[config.mk]
export PLATFORM = sky130hd
export DESIGN_NAME = input_noise_filter
export DESIGN_NICKNAME = d
export VERILOG_FILES = /design/src/common/input_filter_pkg.sv /design/src/hdl/input_noise_filter.sv /design/src/hdl/integrating_filter.sv
export SDC_FILE = /design/constraint.sdc
export NUM_CORES = 1
export LEC_CHECK = 0
export BUFFER_PORTS_ARGS = -buffer_cell sky130_fd_sc_hd__buf_2
export CAP_MARGIN = 20
export CORE_MARGIN = 10
export CORE_UTILIZATION = 50
export DETAILED_ROUTE_END_ITERATION = 7
export GPL_ROUTABILITY_DRIVEN = 0
export PLACE_DENSITY = 0.68
export SYNTH_ARGS = -nofsm -noshare
export SYNTH_HDL_FRONTEND = slang
export SYNTH_SLANG_ARGS = --single-unit
[constraint.sdc]
create_clock -name clock -period 2.9 [get_ports clock]
set_input_delay 0.58 -clock clock [delete_from_list [all_inputs] [get_ports clock]]
set_output_delay 0.58 -clock clock [all_outputs]
set_load 0.01 [all_outputs]
[src/common/input_filter_pkg.sv]
// Constants, register map and field layout of the input noise filter block
package input_filter_pkg;
    // Structure
    localparam int AXES = 4;
    localparam int SIGS_PER_AXIS = 10;
    localparam int GROUPS = 5;
    // Timing: base integration step derived from the clock rate
    localparam int CLOCK_MHZ = 125;
    localparam int CODE0_DELAY_NS = 2000;
    localparam int CODE1_DELAY_NS = 256000;
    localparam int INTEGRATE_STEPS = 8;
    localparam int BASE_CYCLES = CODE0_DELAY_NS * CLOCK_MHZ / 1000 / INTEGRATE_STEPS;
    localparam int SLOW_CYCLES = CODE1_DELAY_NS * CLOCK_MHZ / 1000 / INTEGRATE_STEPS;
    localparam int DIV_WIDTH = 13;
    localparam logic [4:0] BASE_LAST = 5'(BASE_CYCLES - 1);
    localparam logic [11:0] SLOW_LAST = 12'(SLOW_CYCLES - 1);
    localparam logic [3:0] INTEG_FULL = 4'(INTEGRATE_STEPS);
    // Register byte offsets on the bus
    localparam logic [5:0] OFS_MODE_LOW = 6'h00;
    localparam logic [5:0] OFS_MODE_HIGH = 6'h04;
    localparam logic [5:0] OFS_COMMAND = 6'h08;
    localparam logic [5:0] OFS_AXIS_MODE = 6'h10;
    localparam logic [5:0] OFS_AXIS_STATE = 6'h20;
    localparam logic [5:0] OFS_CHIP_STATE = 6'h30;
    // Fields of the mode data low word and the command word
    localparam int CONST_MSB = 15;
    localparam int CONST_LSB = 13;
    localparam int GROUP_LSB = 8;
    localparam int AXIS_SEL_LSB = 8;
    localparam logic [7:0] CMD_EXT_MODE = 8'h60;
    localparam logic [15:0] MODE_RESET = 16'h0000;
    // Group enable bit indices
    localparam int GROUP_BASIC = 0;
    localparam int GROUP_IN2 = 1;
    localparam int GROUP_SERVO = 2;
    localparam int GROUP_EXT = 3;
    localparam int GROUP_IN3 = 4;
    // Per-axis signal indices
    localparam int SIG_PLUS_LIMIT = 0;
    localparam int SIG_MINUS_LIMIT = 1;
    localparam int SIG_IN0 = 2;
    localparam int SIG_IN1 = 3;
    localparam int SIG_IN2 = 4;
    localparam int SIG_IN3 = 5;
    localparam int SIG_SETTLED = 6;
    localparam int SIG_FAULT = 7;
    localparam int SIG_EXT_PLUS = 8;
    localparam int SIG_EXT_MINUS = 9;
    localparam int GROUP_OF_SIG [SIGS_PER_AXIS] = '{GROUP_BASIC, GROUP_BASIC, GROUP_BASIC,
        GROUP_BASIC, GROUP_IN2, GROUP_IN3, GROUP_SERVO, GROUP_SERVO, GROUP_EXT, GROUP_EXT};
endpackage

[src/hdl/input_noise_filter.sv]
// Top of the per-axis input noise filter block with its Avalon-MM register slave
//
// The implementer's own choices: the Avalon-MM slave port and the register offsets.
`timescale 1ns/1ns
`default_nettype none
// Operation
// - Every external input passes an integrating filter, same set on all four axes.
// - Mode word bits 15..13 select one of eight time constants.
// - Mode word bits 12..8 pick filtered or pass-through per signal group.
// - Reset clears all mode settings so every input passes unfiltered.
// - Delay is 2us for code 0, 256us for code 1, doubling to 16.384ms.
// - Rejected noise reaches 1.75us for code 0, doubling from 224us to 14.336ms.
// - A group bit of 1 filters that group; 0 passes it straight through.
// - Bit 8 covers stop, limits, inputs 0 and 1; bit 9 covers input 2.
// - Bit 10 servo inputs, bit 11 external drive and pulser, bit 12 input 3.
// - Emergency stop and pulser filters follow X axis bits 8 and 11 only.
module input_noise_filter
    import input_filter_pkg::*;
(
    input wire logic clock, // System clock, 125 MHz
    input wire logic rst_b, // Asynchronous reset, active low
    input wire logic [5:0] address, // Avalon byte address
    input wire logic read, // Avalon read request
    input wire logic write, // Avalon write request
    input wire logic [31:0] writedata, // Avalon write data
    input wire logic [3:0] byteenable, // Avalon byte lanes
    output logic [31:0] readdata, // Avalon read data
    output logic waitrequest, // Avalon stall
    input wire logic emergency_stop_input, // Chip-wide stop, raw
    input wire logic ext_pulser_input, // Chip-wide pulser, raw
    input wire logic [3:0] plus_limit_input, // Per axis, raw
    input wire logic [3:0] minus_limit_input, // Per axis, raw
    input wire logic [3:0] general_input_zero, // Per axis, raw
    input wire logic [3:0] general_input_one, // Per axis, raw
    input wire logic [3:0] general_input_two, // Per axis, raw
    input wire logic [3:0] general_input_three, // Per axis, raw
    input wire logic [3:0] servo_settled_input, // Per axis, raw
    input wire logic [3:0] servo_fault_input, // Per axis, raw
    input wire logic [3:0] ext_drive_plus_input, // Per axis, raw
    input wire logic [3:0] ext_drive_minus_input, // Per axis, raw
    output logic emergency_stop_filtered, // Filtered stop
    output logic ext_pulser_filtered, // Filtered pulser
    output logic [3:0] plus_limit_filtered, // Filtered per axis
    output logic [3:0] minus_limit_filtered, // Filtered per axis
    output logic [3:0] general_zero_filtered, // Filtered per axis
    output logic [3:0] general_one_filtered, // Filtered per axis
    output logic [3:0] general_two_filtered, // Filtered per axis
    output logic [3:0] general_three_filtered, // Filtered per axis
    output logic [3:0] servo_settled_filtered, // Filtered per axis
    output logic [3:0] servo_fault_filtered, // Filtered per axis
    output logic [3:0] ext_plus_filtered, // Filtered per axis
    output logic [3:0] ext_minus_filtered // Filtered per axis
);
    typedef struct packed
    {
        logic waitrequest;
        logic [31:0] readdata;
        logic [15:0] mode_low;
        logic [15:0] mode_high;
        logic [AXES-1:0][15:0] axis_mode;
        logic [4:0] prescale;
        logic [11:0] slow_prescale;
        logic [DIV_WIDTH-1:0] divider;
        logic [7:0] tick;
    } top_state_type;

    top_state_type state;
    top_state_type next_state;
    logic [AXES-1:0][SIGS_PER_AXIS-1:0] raw;
    logic [AXES-1:0][SIGS_PER_AXIS-1:0] filt;
    logic [AXES-1:0] axis_tick;
    logic accept;
    logic [15:0] merged_low;
    logic [15:0] merged_high;

    // A request is served at the edge where waitrequest is sampled low
    assign accept = (read || write) && !state.waitrequest;

    // Byte-lane merge of the two mode staging words
    always_comb
    begin
        merged_low = state.mode_low;
        merged_high = state.mode_high;
        if (byteenable[0])
        begin
            merged_low[7:0] = writedata[7:0];
            merged_high[7:0] = writedata[7:0];
        end
        if (byteenable[1])
        begin
            merged_low[15:8] = writedata[15:8];
            merged_high[15:8] = writedata[15:8];
        end
    end

    // Bus slave, command decode and the shared time-constant tick generator
    always_comb
    begin
        next_state = state;
        // One wait cycle, then one answer cycle; read data prepared while waiting
        next_state.waitrequest = !((read || write) && state.waitrequest);
        if ((read || write) && state.waitrequest)
        begin
            next_state.readdata = 32'h0;
            if (read)
            begin
                case (address)
                    OFS_MODE_LOW: next_state.readdata = {16'h0, state.mode_low};
                    OFS_MODE_HIGH: next_state.readdata = {16'h0, state.mode_high};
                    OFS_CHIP_STATE:
                        next_state.readdata = {30'h0, ext_pulser_filtered,
                            emergency_stop_filtered};
                    default:
                    begin
                        for (int a = 0; a < AXES; a++)
                        begin
                            if (address == OFS_AXIS_MODE + 6'(4 * a))
                                next_state.readdata = {16'h0, state.axis_mode[a]};
                            if (address == OFS_AXIS_STATE + 6'(4 * a))
                                next_state.readdata = {22'h0, filt[a]};
                        end
                    end
                endcase
            end
        end
        if (accept && write)
        begin
            if (address == OFS_MODE_LOW)
                next_state.mode_low = merged_low;
            if (address == OFS_MODE_HIGH)
                next_state.mode_high = merged_high;
            // Only a full 16-bit command write with code 60h loads the axes
            if (address == OFS_COMMAND && byteenable[1:0] == 2'b11
                && writedata[7:0] == CMD_EXT_MODE)
            begin
                for (int a = 0; a < AXES; a++)
                begin
                    if (writedata[AXIS_SEL_LSB + a])
                        next_state.axis_mode[a] = state.mode_low;
                end
            end
        end
        // Code 0 step: 1/8 of its delay, rounded down to whole cycles
        next_state.tick = 8'h0;
        if (state.prescale == BASE_LAST)
        begin
            next_state.prescale = 5'h0;
            next_state.tick[0] = 1'b1;
        end
        else
        begin
            next_state.prescale = state.prescale + 5'h1;
        end
        // Slower codes share an exact step of 1/8 of the code 1 delay, so seven
        // steps keep the full rejection width; code k multiplies it by 2^(k-1)
        if (state.slow_prescale == SLOW_LAST)
        begin
            next_state.slow_prescale = 12'h0;
            next_state.divider = state.divider + DIV_WIDTH'(1);
            for (int k = 1; k < 8; k++)
            begin
                if ((state.divider & DIV_WIDTH'((1 << (k - 1)) - 1))
                    == DIV_WIDTH'((1 << (k - 1)) - 1))
                    next_state.tick[k] = 1'b1;
            end
        end
        else
        begin
            next_state.slow_prescale = state.slow_prescale + 12'h1;
        end
    end

    // All settings clear at reset, so every filter starts in bypass
    always_ff @(posedge clock or negedge rst_b)
    begin
        if (!rst_b)
        begin
            state <= '0;
            state.waitrequest <= 1'b1;
            state.mode_low <= MODE_RESET;
            state.mode_high <= MODE_RESET;
            state.axis_mode <= {AXES{MODE_RESET}};
        end
        else
        begin
            state <= next_state;
        end
    end

    assign waitrequest = state.waitrequest;
    assign readdata = state.readdata;

    // Per axis: pick the selected tick and build the signal vectors
    for (genvar a = 0; a < AXES; a++)
    begin : g_axis
        assign axis_tick[a] = state.tick[state.axis_mode[a][CONST_MSB:CONST_LSB]];
        assign raw[a] = {ext_drive_minus_input[a], ext_drive_plus_input[a],
            servo_fault_input[a], servo_settled_input[a], general_input_three[a],
            general_input_two[a], general_input_one[a], general_input_zero[a],
            minus_limit_input[a], plus_limit_input[a]};
        assign plus_limit_filtered[a] = filt[a][SIG_PLUS_LIMIT];
        assign minus_limit_filtered[a] = filt[a][SIG_MINUS_LIMIT];
        assign general_zero_filtered[a] = filt[a][SIG_IN0];
        assign general_one_filtered[a] = filt[a][SIG_IN1];
        assign general_two_filtered[a] = filt[a][SIG_IN2];
        assign general_three_filtered[a] = filt[a][SIG_IN3];
        assign servo_settled_filtered[a] = filt[a][SIG_SETTLED];
        assign servo_fault_filtered[a] = filt[a][SIG_FAULT];
        assign ext_plus_filtered[a] = filt[a][SIG_EXT_PLUS];
        assign ext_minus_filtered[a] = filt[a][SIG_EXT_MINUS];
        // One identical cell per input; group bit chosen by the signal's group
        for (genvar s = 0; s < SIGS_PER_AXIS; s++)
        begin : g_sig
            integrating_filter u_cell
            (
                .clock(clock),
                .rst_b(rst_b),
                .sample(raw[a][s]),
                .enable(state.axis_mode[a][GROUP_LSB + GROUP_OF_SIG[s]]),
                .tick(axis_tick[a]),
                .filtered(filt[a][s])
            );
        end
    end

    // Chip-wide inputs take their enables and time constant from the X axis only
    integrating_filter u_stop_cell
    (
        .clock(clock),
        .rst_b(rst_b),
        .sample(emergency_stop_input),
        .enable(state.axis_mode[0][GROUP_LSB + GROUP_BASIC]),
        .tick(axis_tick[0]),
        .filtered(emergency_stop_filtered)
    );

    integrating_filter u_pulser_cell
    (
        .clock(clock),
        .rst_b(rst_b),
        .sample(ext_pulser_input),
        .enable(state.axis_mode[0][GROUP_LSB + GROUP_EXT]),
        .tick(axis_tick[0]),
        .filtered(ext_pulser_filtered)
    );
endmodule
`default_nettype wire

[src/hdl/integrating_filter.sv]
// One integrating noise filter cell with pass-through bypass
`timescale 1ns/1ns
`default_nettype none
module integrating_filter
    import input_filter_pkg::*;
(
    input wire logic clock, // System clock
    input wire logic rst_b, // Asynchronous reset, active low
    input wire logic sample, // Raw input level
    input wire logic enable, // Filtering on when high
    input wire logic tick, // Integration step strobe
    output logic filtered // Filtered level
);
    typedef struct packed
    {
        logic [3:0] count;
        logic out;
    } cell_state_type;

    cell_state_type state;
    cell_state_type next_state;

    // Saturating up/down integrator; output moves only at full or empty
    always_comb
    begin
        next_state = state;
        if (!enable)
        begin
            // Bypass keeps the counter tracking, so enabling causes no glitch
            next_state.out = sample;
            next_state.count = sample ? INTEG_FULL : 4'h0;
        end
        else if (tick)
        begin
            if (sample && state.count != INTEG_FULL)
                next_state.count = state.count + 4'h1;
            else if (!sample && state.count != 4'h0)
                next_state.count = state.count - 4'h1;
            if (next_state.count == INTEG_FULL)
                next_state.out = 1'b1;
            else if (next_state.count == 4'h0)
                next_state.out = 1'b0;
        end
    end

    // Reset leaves the cell in bypass-low
    always_ff @(posedge clock or negedge rst_b)
    begin
        if (!rst_b)
            state <= '0;
        else
            state <= next_state;
    end

    assign filtered = state.out;
endmodule
`default_nettype wire

Yosys cells after proc, flatten, opt, wreduce, memory -nomap -nowiden --
Cells that the tools add are included.
Operators by class: add/subtract/negate cells 87, $lt $le $gt $ge 4, eq/ne operators 166, muxes and demuxes 406, reduce and logical (&&, ||, !) cells 269
Operators with widths (number):
- $mux 4 | 210
- $mux 5 | 85
- $mux 32 | 8
- $eq 4x4->1 const B | 43
- $add 4x1->4 const B | 42
- $logic_not 4->1 | 42
- $ne 4x4->1 const B | 42
- $reduce_bool 4->1 | 42
- $sub 4x1->4 const B | 42
- $ne 3x1->1 const B | 42
- $pmux 32 s3 | 1
- $mux 1 | 95
- $logic_and 1x1->1 | 89
- $reduce_and 2->1 | 42
- $logic_not 1->1 | 44
- $ne 2x1->1 const B | 20
- $eq 6x6->1 const B | 6
- $eq 6x5->1 const B | 4
- $reduce_and 3->1 | 8
- $lt 3x4->1 const B | 4
- $mux 16 | 1
- $add 13x1->13 const B | 1
- $add 12x1->12 const B | 1
- $bmux 1 s3 | 4
- other kinds (12) | 14
Storage, ports and cells: register bits 377, input port bits 88, logic and storage cells 1030

Depth between registers and ports, before layout --
word-level depth 11, depth in mapped cells 8, depth with buffers taken out 7

Modules after synthesis --
Synthesis repeated with hierarchy kept, for this count alone.
Second synthesis, totals: cell total of the unflattened synthesis 2676, area, all modules 27518.9 µm²
By module, submodules not included:
- integrating_filter | instances 42, cells an instance 49, area each 475.5 µm²
- input_noise_filter | instances 1, cells an instance 618, area each 7549.7 µm²

Least setup slack after synthesis --
OpenSTA, ideal clock, no wires.
path type input port to flip-flop, start point input port address[3], end point register state[100] in the netlist's numbering, setup time 125 ps, arrival 2308 ps, required time 2775 ps, setup slack 467 ps, stages on the path 7, path through buf_4 or3b_1 buf_2 nor4_4 nand2_4 buf_6 mux2_4
Between the ends: cells in the longest elaborated chain, start to end 4
RTL lines:
- start, declared | line input_noise_filter.sv:22 | input wire logic [5:0] address,
- $eq 6x4->1 | line input_noise_filter.sv:133 | if (address == OFS_COMMAND && byteenable[1:0] == 2'b11
- $logic_and 1x1->1 | line input_noise_filter.sv:133
- $logic_and 1x1->1 | line input_noise_filter.sv:134 | && writedata[7:0] == CMD_EXT_MODE)
- $reduce_and 3->1 (no line)
- end signal, assigned | line input_noise_filter.sv:186 | state <= next_state;
- end, declared | line input_noise_filter.sv:67 | top_state_type state;
Every way passes these cells. A chain may end at the register's enable or synchronous reset.

Final worst setup path --
start point register state[83] in the netlist's numbering, end point register g_axis[2].g_sig[4].u_cell.state, in the netlist g_axis[2].g_sig[4].u_cell.filtered
Between the ends: cells in the longest elaborated chain, start to end 4
RTL lines:
- $bmux 1 s3 | line input_noise_filter.sv:196 | assign axis_tick[a] = state.tick[state.axis_mode[a][CONST_MSB:CONST_LSB]];
- $mux 1 (implied by the code) | line input_noise_filter.sv:196
- $ne 2x1->1 (no line)
- $reduce_and 2->1 (no line)
- end signal, assigned | line integrating_filter.sv:52 | state <= next_state;
- end, declared | line integrating_filter.sv:20 | cell_state_type state;
Every way passes these cells. The select of a mux whose other input is x is not followed.

==> flow_metrics.tcl <==
set metrics [dict create \
    gr-total-overflow 0 \
    die_w_um 250 \
    drt_iter0_markers 1683 \
    fp-row-count 84 \
    viasPerCell 6.25 \
    remaining_drc_errors 0 \
    hold_class "input pin to register" \
    cts_resized 0 \
    period_share 0.851 \
    slew_viol_final 0 \
    worst_pin_slew_ns 0.956 \
    first_pass_iters 6 \
    antenna_found_initial 18 \
    num_io_pins 163 \
    synth.largest_area_cell "dfrtp_1" \
    regArea_mm2 0.00886 \
    post_dp_cell_area_mm2 0.0272 \
    met3_usage 0.0436 \
    post-synth-top-count-cell "dfrtp_1" \
    yosysWarnings 0 \
    globalRouteMet1Util 0.280 \
    fin_area_mm2 0.0287 \
    area_growth_pct 8.23 \
    routedWlPerCell_um 19.2 \
    power_density_mw_per_mm2 419 \
    postCtsSetupRepairBufs 0 \
    coreArea_mm2 0.0526 \
    cts_sinks 354 \
    clk_latency_ns 0.58 \
    max_slew_margin 0.363 \
    synth_area_leaders "dfrtp_1 33%, ha_1 4.2%, mux2_2 3.9%" \
    fmaxAchievable_mhz 405 \
    dp.cells 3596 \
    worstPathRequired_ns 3.36 \
    p_leak_nw 12.7 \
    synthTopCellsByCount "353 x dfrtp_1, 221 x nand2_1, 164 x clkbuf_1" \
    hold_violations 0 \
    synth_cells 2992 \
    synth.distinct_cells 82 \
    h-tree-depth 2 \
    initial_core_util 0.505 \
    cts_tree "built" \
    use_met2 0.353 \
    cp-start-kind "register" \
    netlist_area_mm2 0.0266 \
    place_hpwl_mm 51.1 \
    wirelength_mm 70.7 \
    cts_buffers 42 \
    synth_edf_count 0 \
    antenna_left 0 \
    power_mw 12.0 \
    skew_ns 0.0226 \
    crit_type "register to register" \
    yosysSeqAreaShare 0.334 \
    rsz0062_at_grt "false" \
    final.setup.worst_slack_ns 0.431 \
    peakVddDrop_mv 0.357 \
    nFillCells 4696 \
    nNetsFinal 3131 \
    grt_pass1_wl_mm 115 \
    portBuffers 128 \
    grt_max_degree 73 \
    post-place-ws_ns 0.286 \
    synth-seq-cells 354 \
    synth_top_area_frac 0.333 \
    ys.flop_type "dfrtp_1" \
    cts_root_buffer "clkbuf_16" \
    cts_hold_buf 1 \
    clk_pin_slew_ns 0.06 \
    vias 23000 \
    finalSetupViolCount 0 \
    arrival_ns 2.93 \
    cp_max_fo 55 \
    instances_no_fill 3680 \
    multi_input_comb_area_mm2 0.0160 \
    final_layout_size_suffix_gt1_frac 0.138 \
    endpoint_kind "register" \
    tns_ns 0 \
    die_area_mm2 0.0627 \
    clockBufferDepth 3 \
    avgSynthCellArea_um2 8.87 \
    grt_pass1_vias 22000 \
    track_usage 0.218 \
    busiest_layer "met2" \
    status "completed" \
    async_flop_share 1.00 \
    period_minus_slack_ns 2.47 \
    die_h_um 250 \
    maxCapViolCount 0 \
]
layout make-up:
type | instances | area share
multi-input combinational | 2259 | 0.556
inverter | 124 | 0.0162
tap | 688 | 0.0300
clock inverter | 16 | 0.00758
antenna | 6 | 0.000522
clock buffer | 61 | 0.0448
sequential | 354 | 0.308
timing repair buffer | 172 | 0.0368
layer usage:
layer | routed length [um] | vias up
li1 | - | 10900
met1 | 30500 | 11300
met2 | 33000 | 663
met3 | 4610 | 151
met4 | 2530 | 20
met5 | 144 | -
worst max-delay path, cell delays in order, from the launching register on:
cell       delay [ns]
dfrtp_1          0.45
mux4_2           0.42
mux2i_4          0.09
buf_12           0.18
a2111oi_0        0.71
nand2b_1         0.11
a311o_1          0.37
worst paths after layout:
| kind | cells past startpoint | slack [ns] | from | end |
|---|---|---|---|---|
| min in group asynchronous | 2 | 0.58 | rst_b | g_axis[3].g_sig[9].u_cell.state[1]$_DFFE_PN0P_ |
| hold / removal | 2 | 0.27 | writedata[2] | state[104]$_DFFE_PN0P_ |
| max in group asynchronous | 3 | 1.51 | rst_b | g_axis[0].g_sig[8].u_cell.state[4]$_DFFE_PN0P_ |
| setup / recovery | 6 | 0.43 | state[83]$_DFFE_PN0P_ | g_axis[2].g_sig[4].u_cell.filtered$_DFFE_PN0P_ |
| hold reg to reg | 1 | 0.47 | state[13]$_DFFE_PN0P_ | state[13]$_DFFE_PN0P_ |
| setup reg to reg | 6 | 0.43 | state[83]$_DFFE_PN0P_ | g_axis[2].g_sig[4].u_cell.filtered$_DFFE_PN0P_ |
kinds of logic after synthesis:
family | share of synthesized area
compound gates | 0.222
flops | 0.334
mux | 0.0800
buf+inv | 0.0686
xor+xnor | 0.0333
other cells | 0.000141
fa+ha+maj | 0.0424
simple gates | 0.220
placed cells by master, fill, tap and decap left out, types with 27 or more instances in the layout:
cell,n
o22ai_1,31
or3_1,66
a211oi_1,35
a221oi_1,29
ha_1,90
o21ai_0,152
a21o_1,27
nor3b_1,32
dfrtp_1,353
inv_1,123
o21a_1,31
nor3_1,45
mux2_2,92
buf_2,127
buf_4,37
xnor2_1,75
a21oi_1,156
and3_1,31
a211o_1,30
nor2b_1,37
nand3_1,89
o211ai_1,65
clkbuf_16,45
nand2b_1,157
mux2_4,40
nand4_1,30
and2_1,56
a31oi_1,51
nor2_1,120
nand2_1,221
power by group:
| part | total, mW | switching, mW | leakage [nW] | internal (mW) |
|---|---|---|---|---|
| Sequential | 5.23 | 0.190 | 4.72 | 5.04 |
| Clock | 5.74 | 2.22 | 0.741 | 3.53 |
| Combinational | 1.08 | 0.632 | 7.24 | 0.448 |
flip-flops by register name, summed over array words and instances, names as in the netlist:
register	cells
readdata	16
u_pulser_cell.state	4
waitrequest	1
u_stop_cell.state	4
state	127
u_stop_cell.filtered	1
g_axis.g_sig.u_cell.state	160
u_pulser_cell.filtered	1
g_axis.g_sig.u_cell.filtered	40
per-stage QoR:
stage                     hold slack (ns)  utilization
after floorplan                     0.284            -
after global placement              0.458        0.518
after detailed placement            0.456        0.518
after CTS                           0.247        0.547
after global routing                0.256        0.547
final                               0.268        0.547
(Power assumes the default switching activity.)
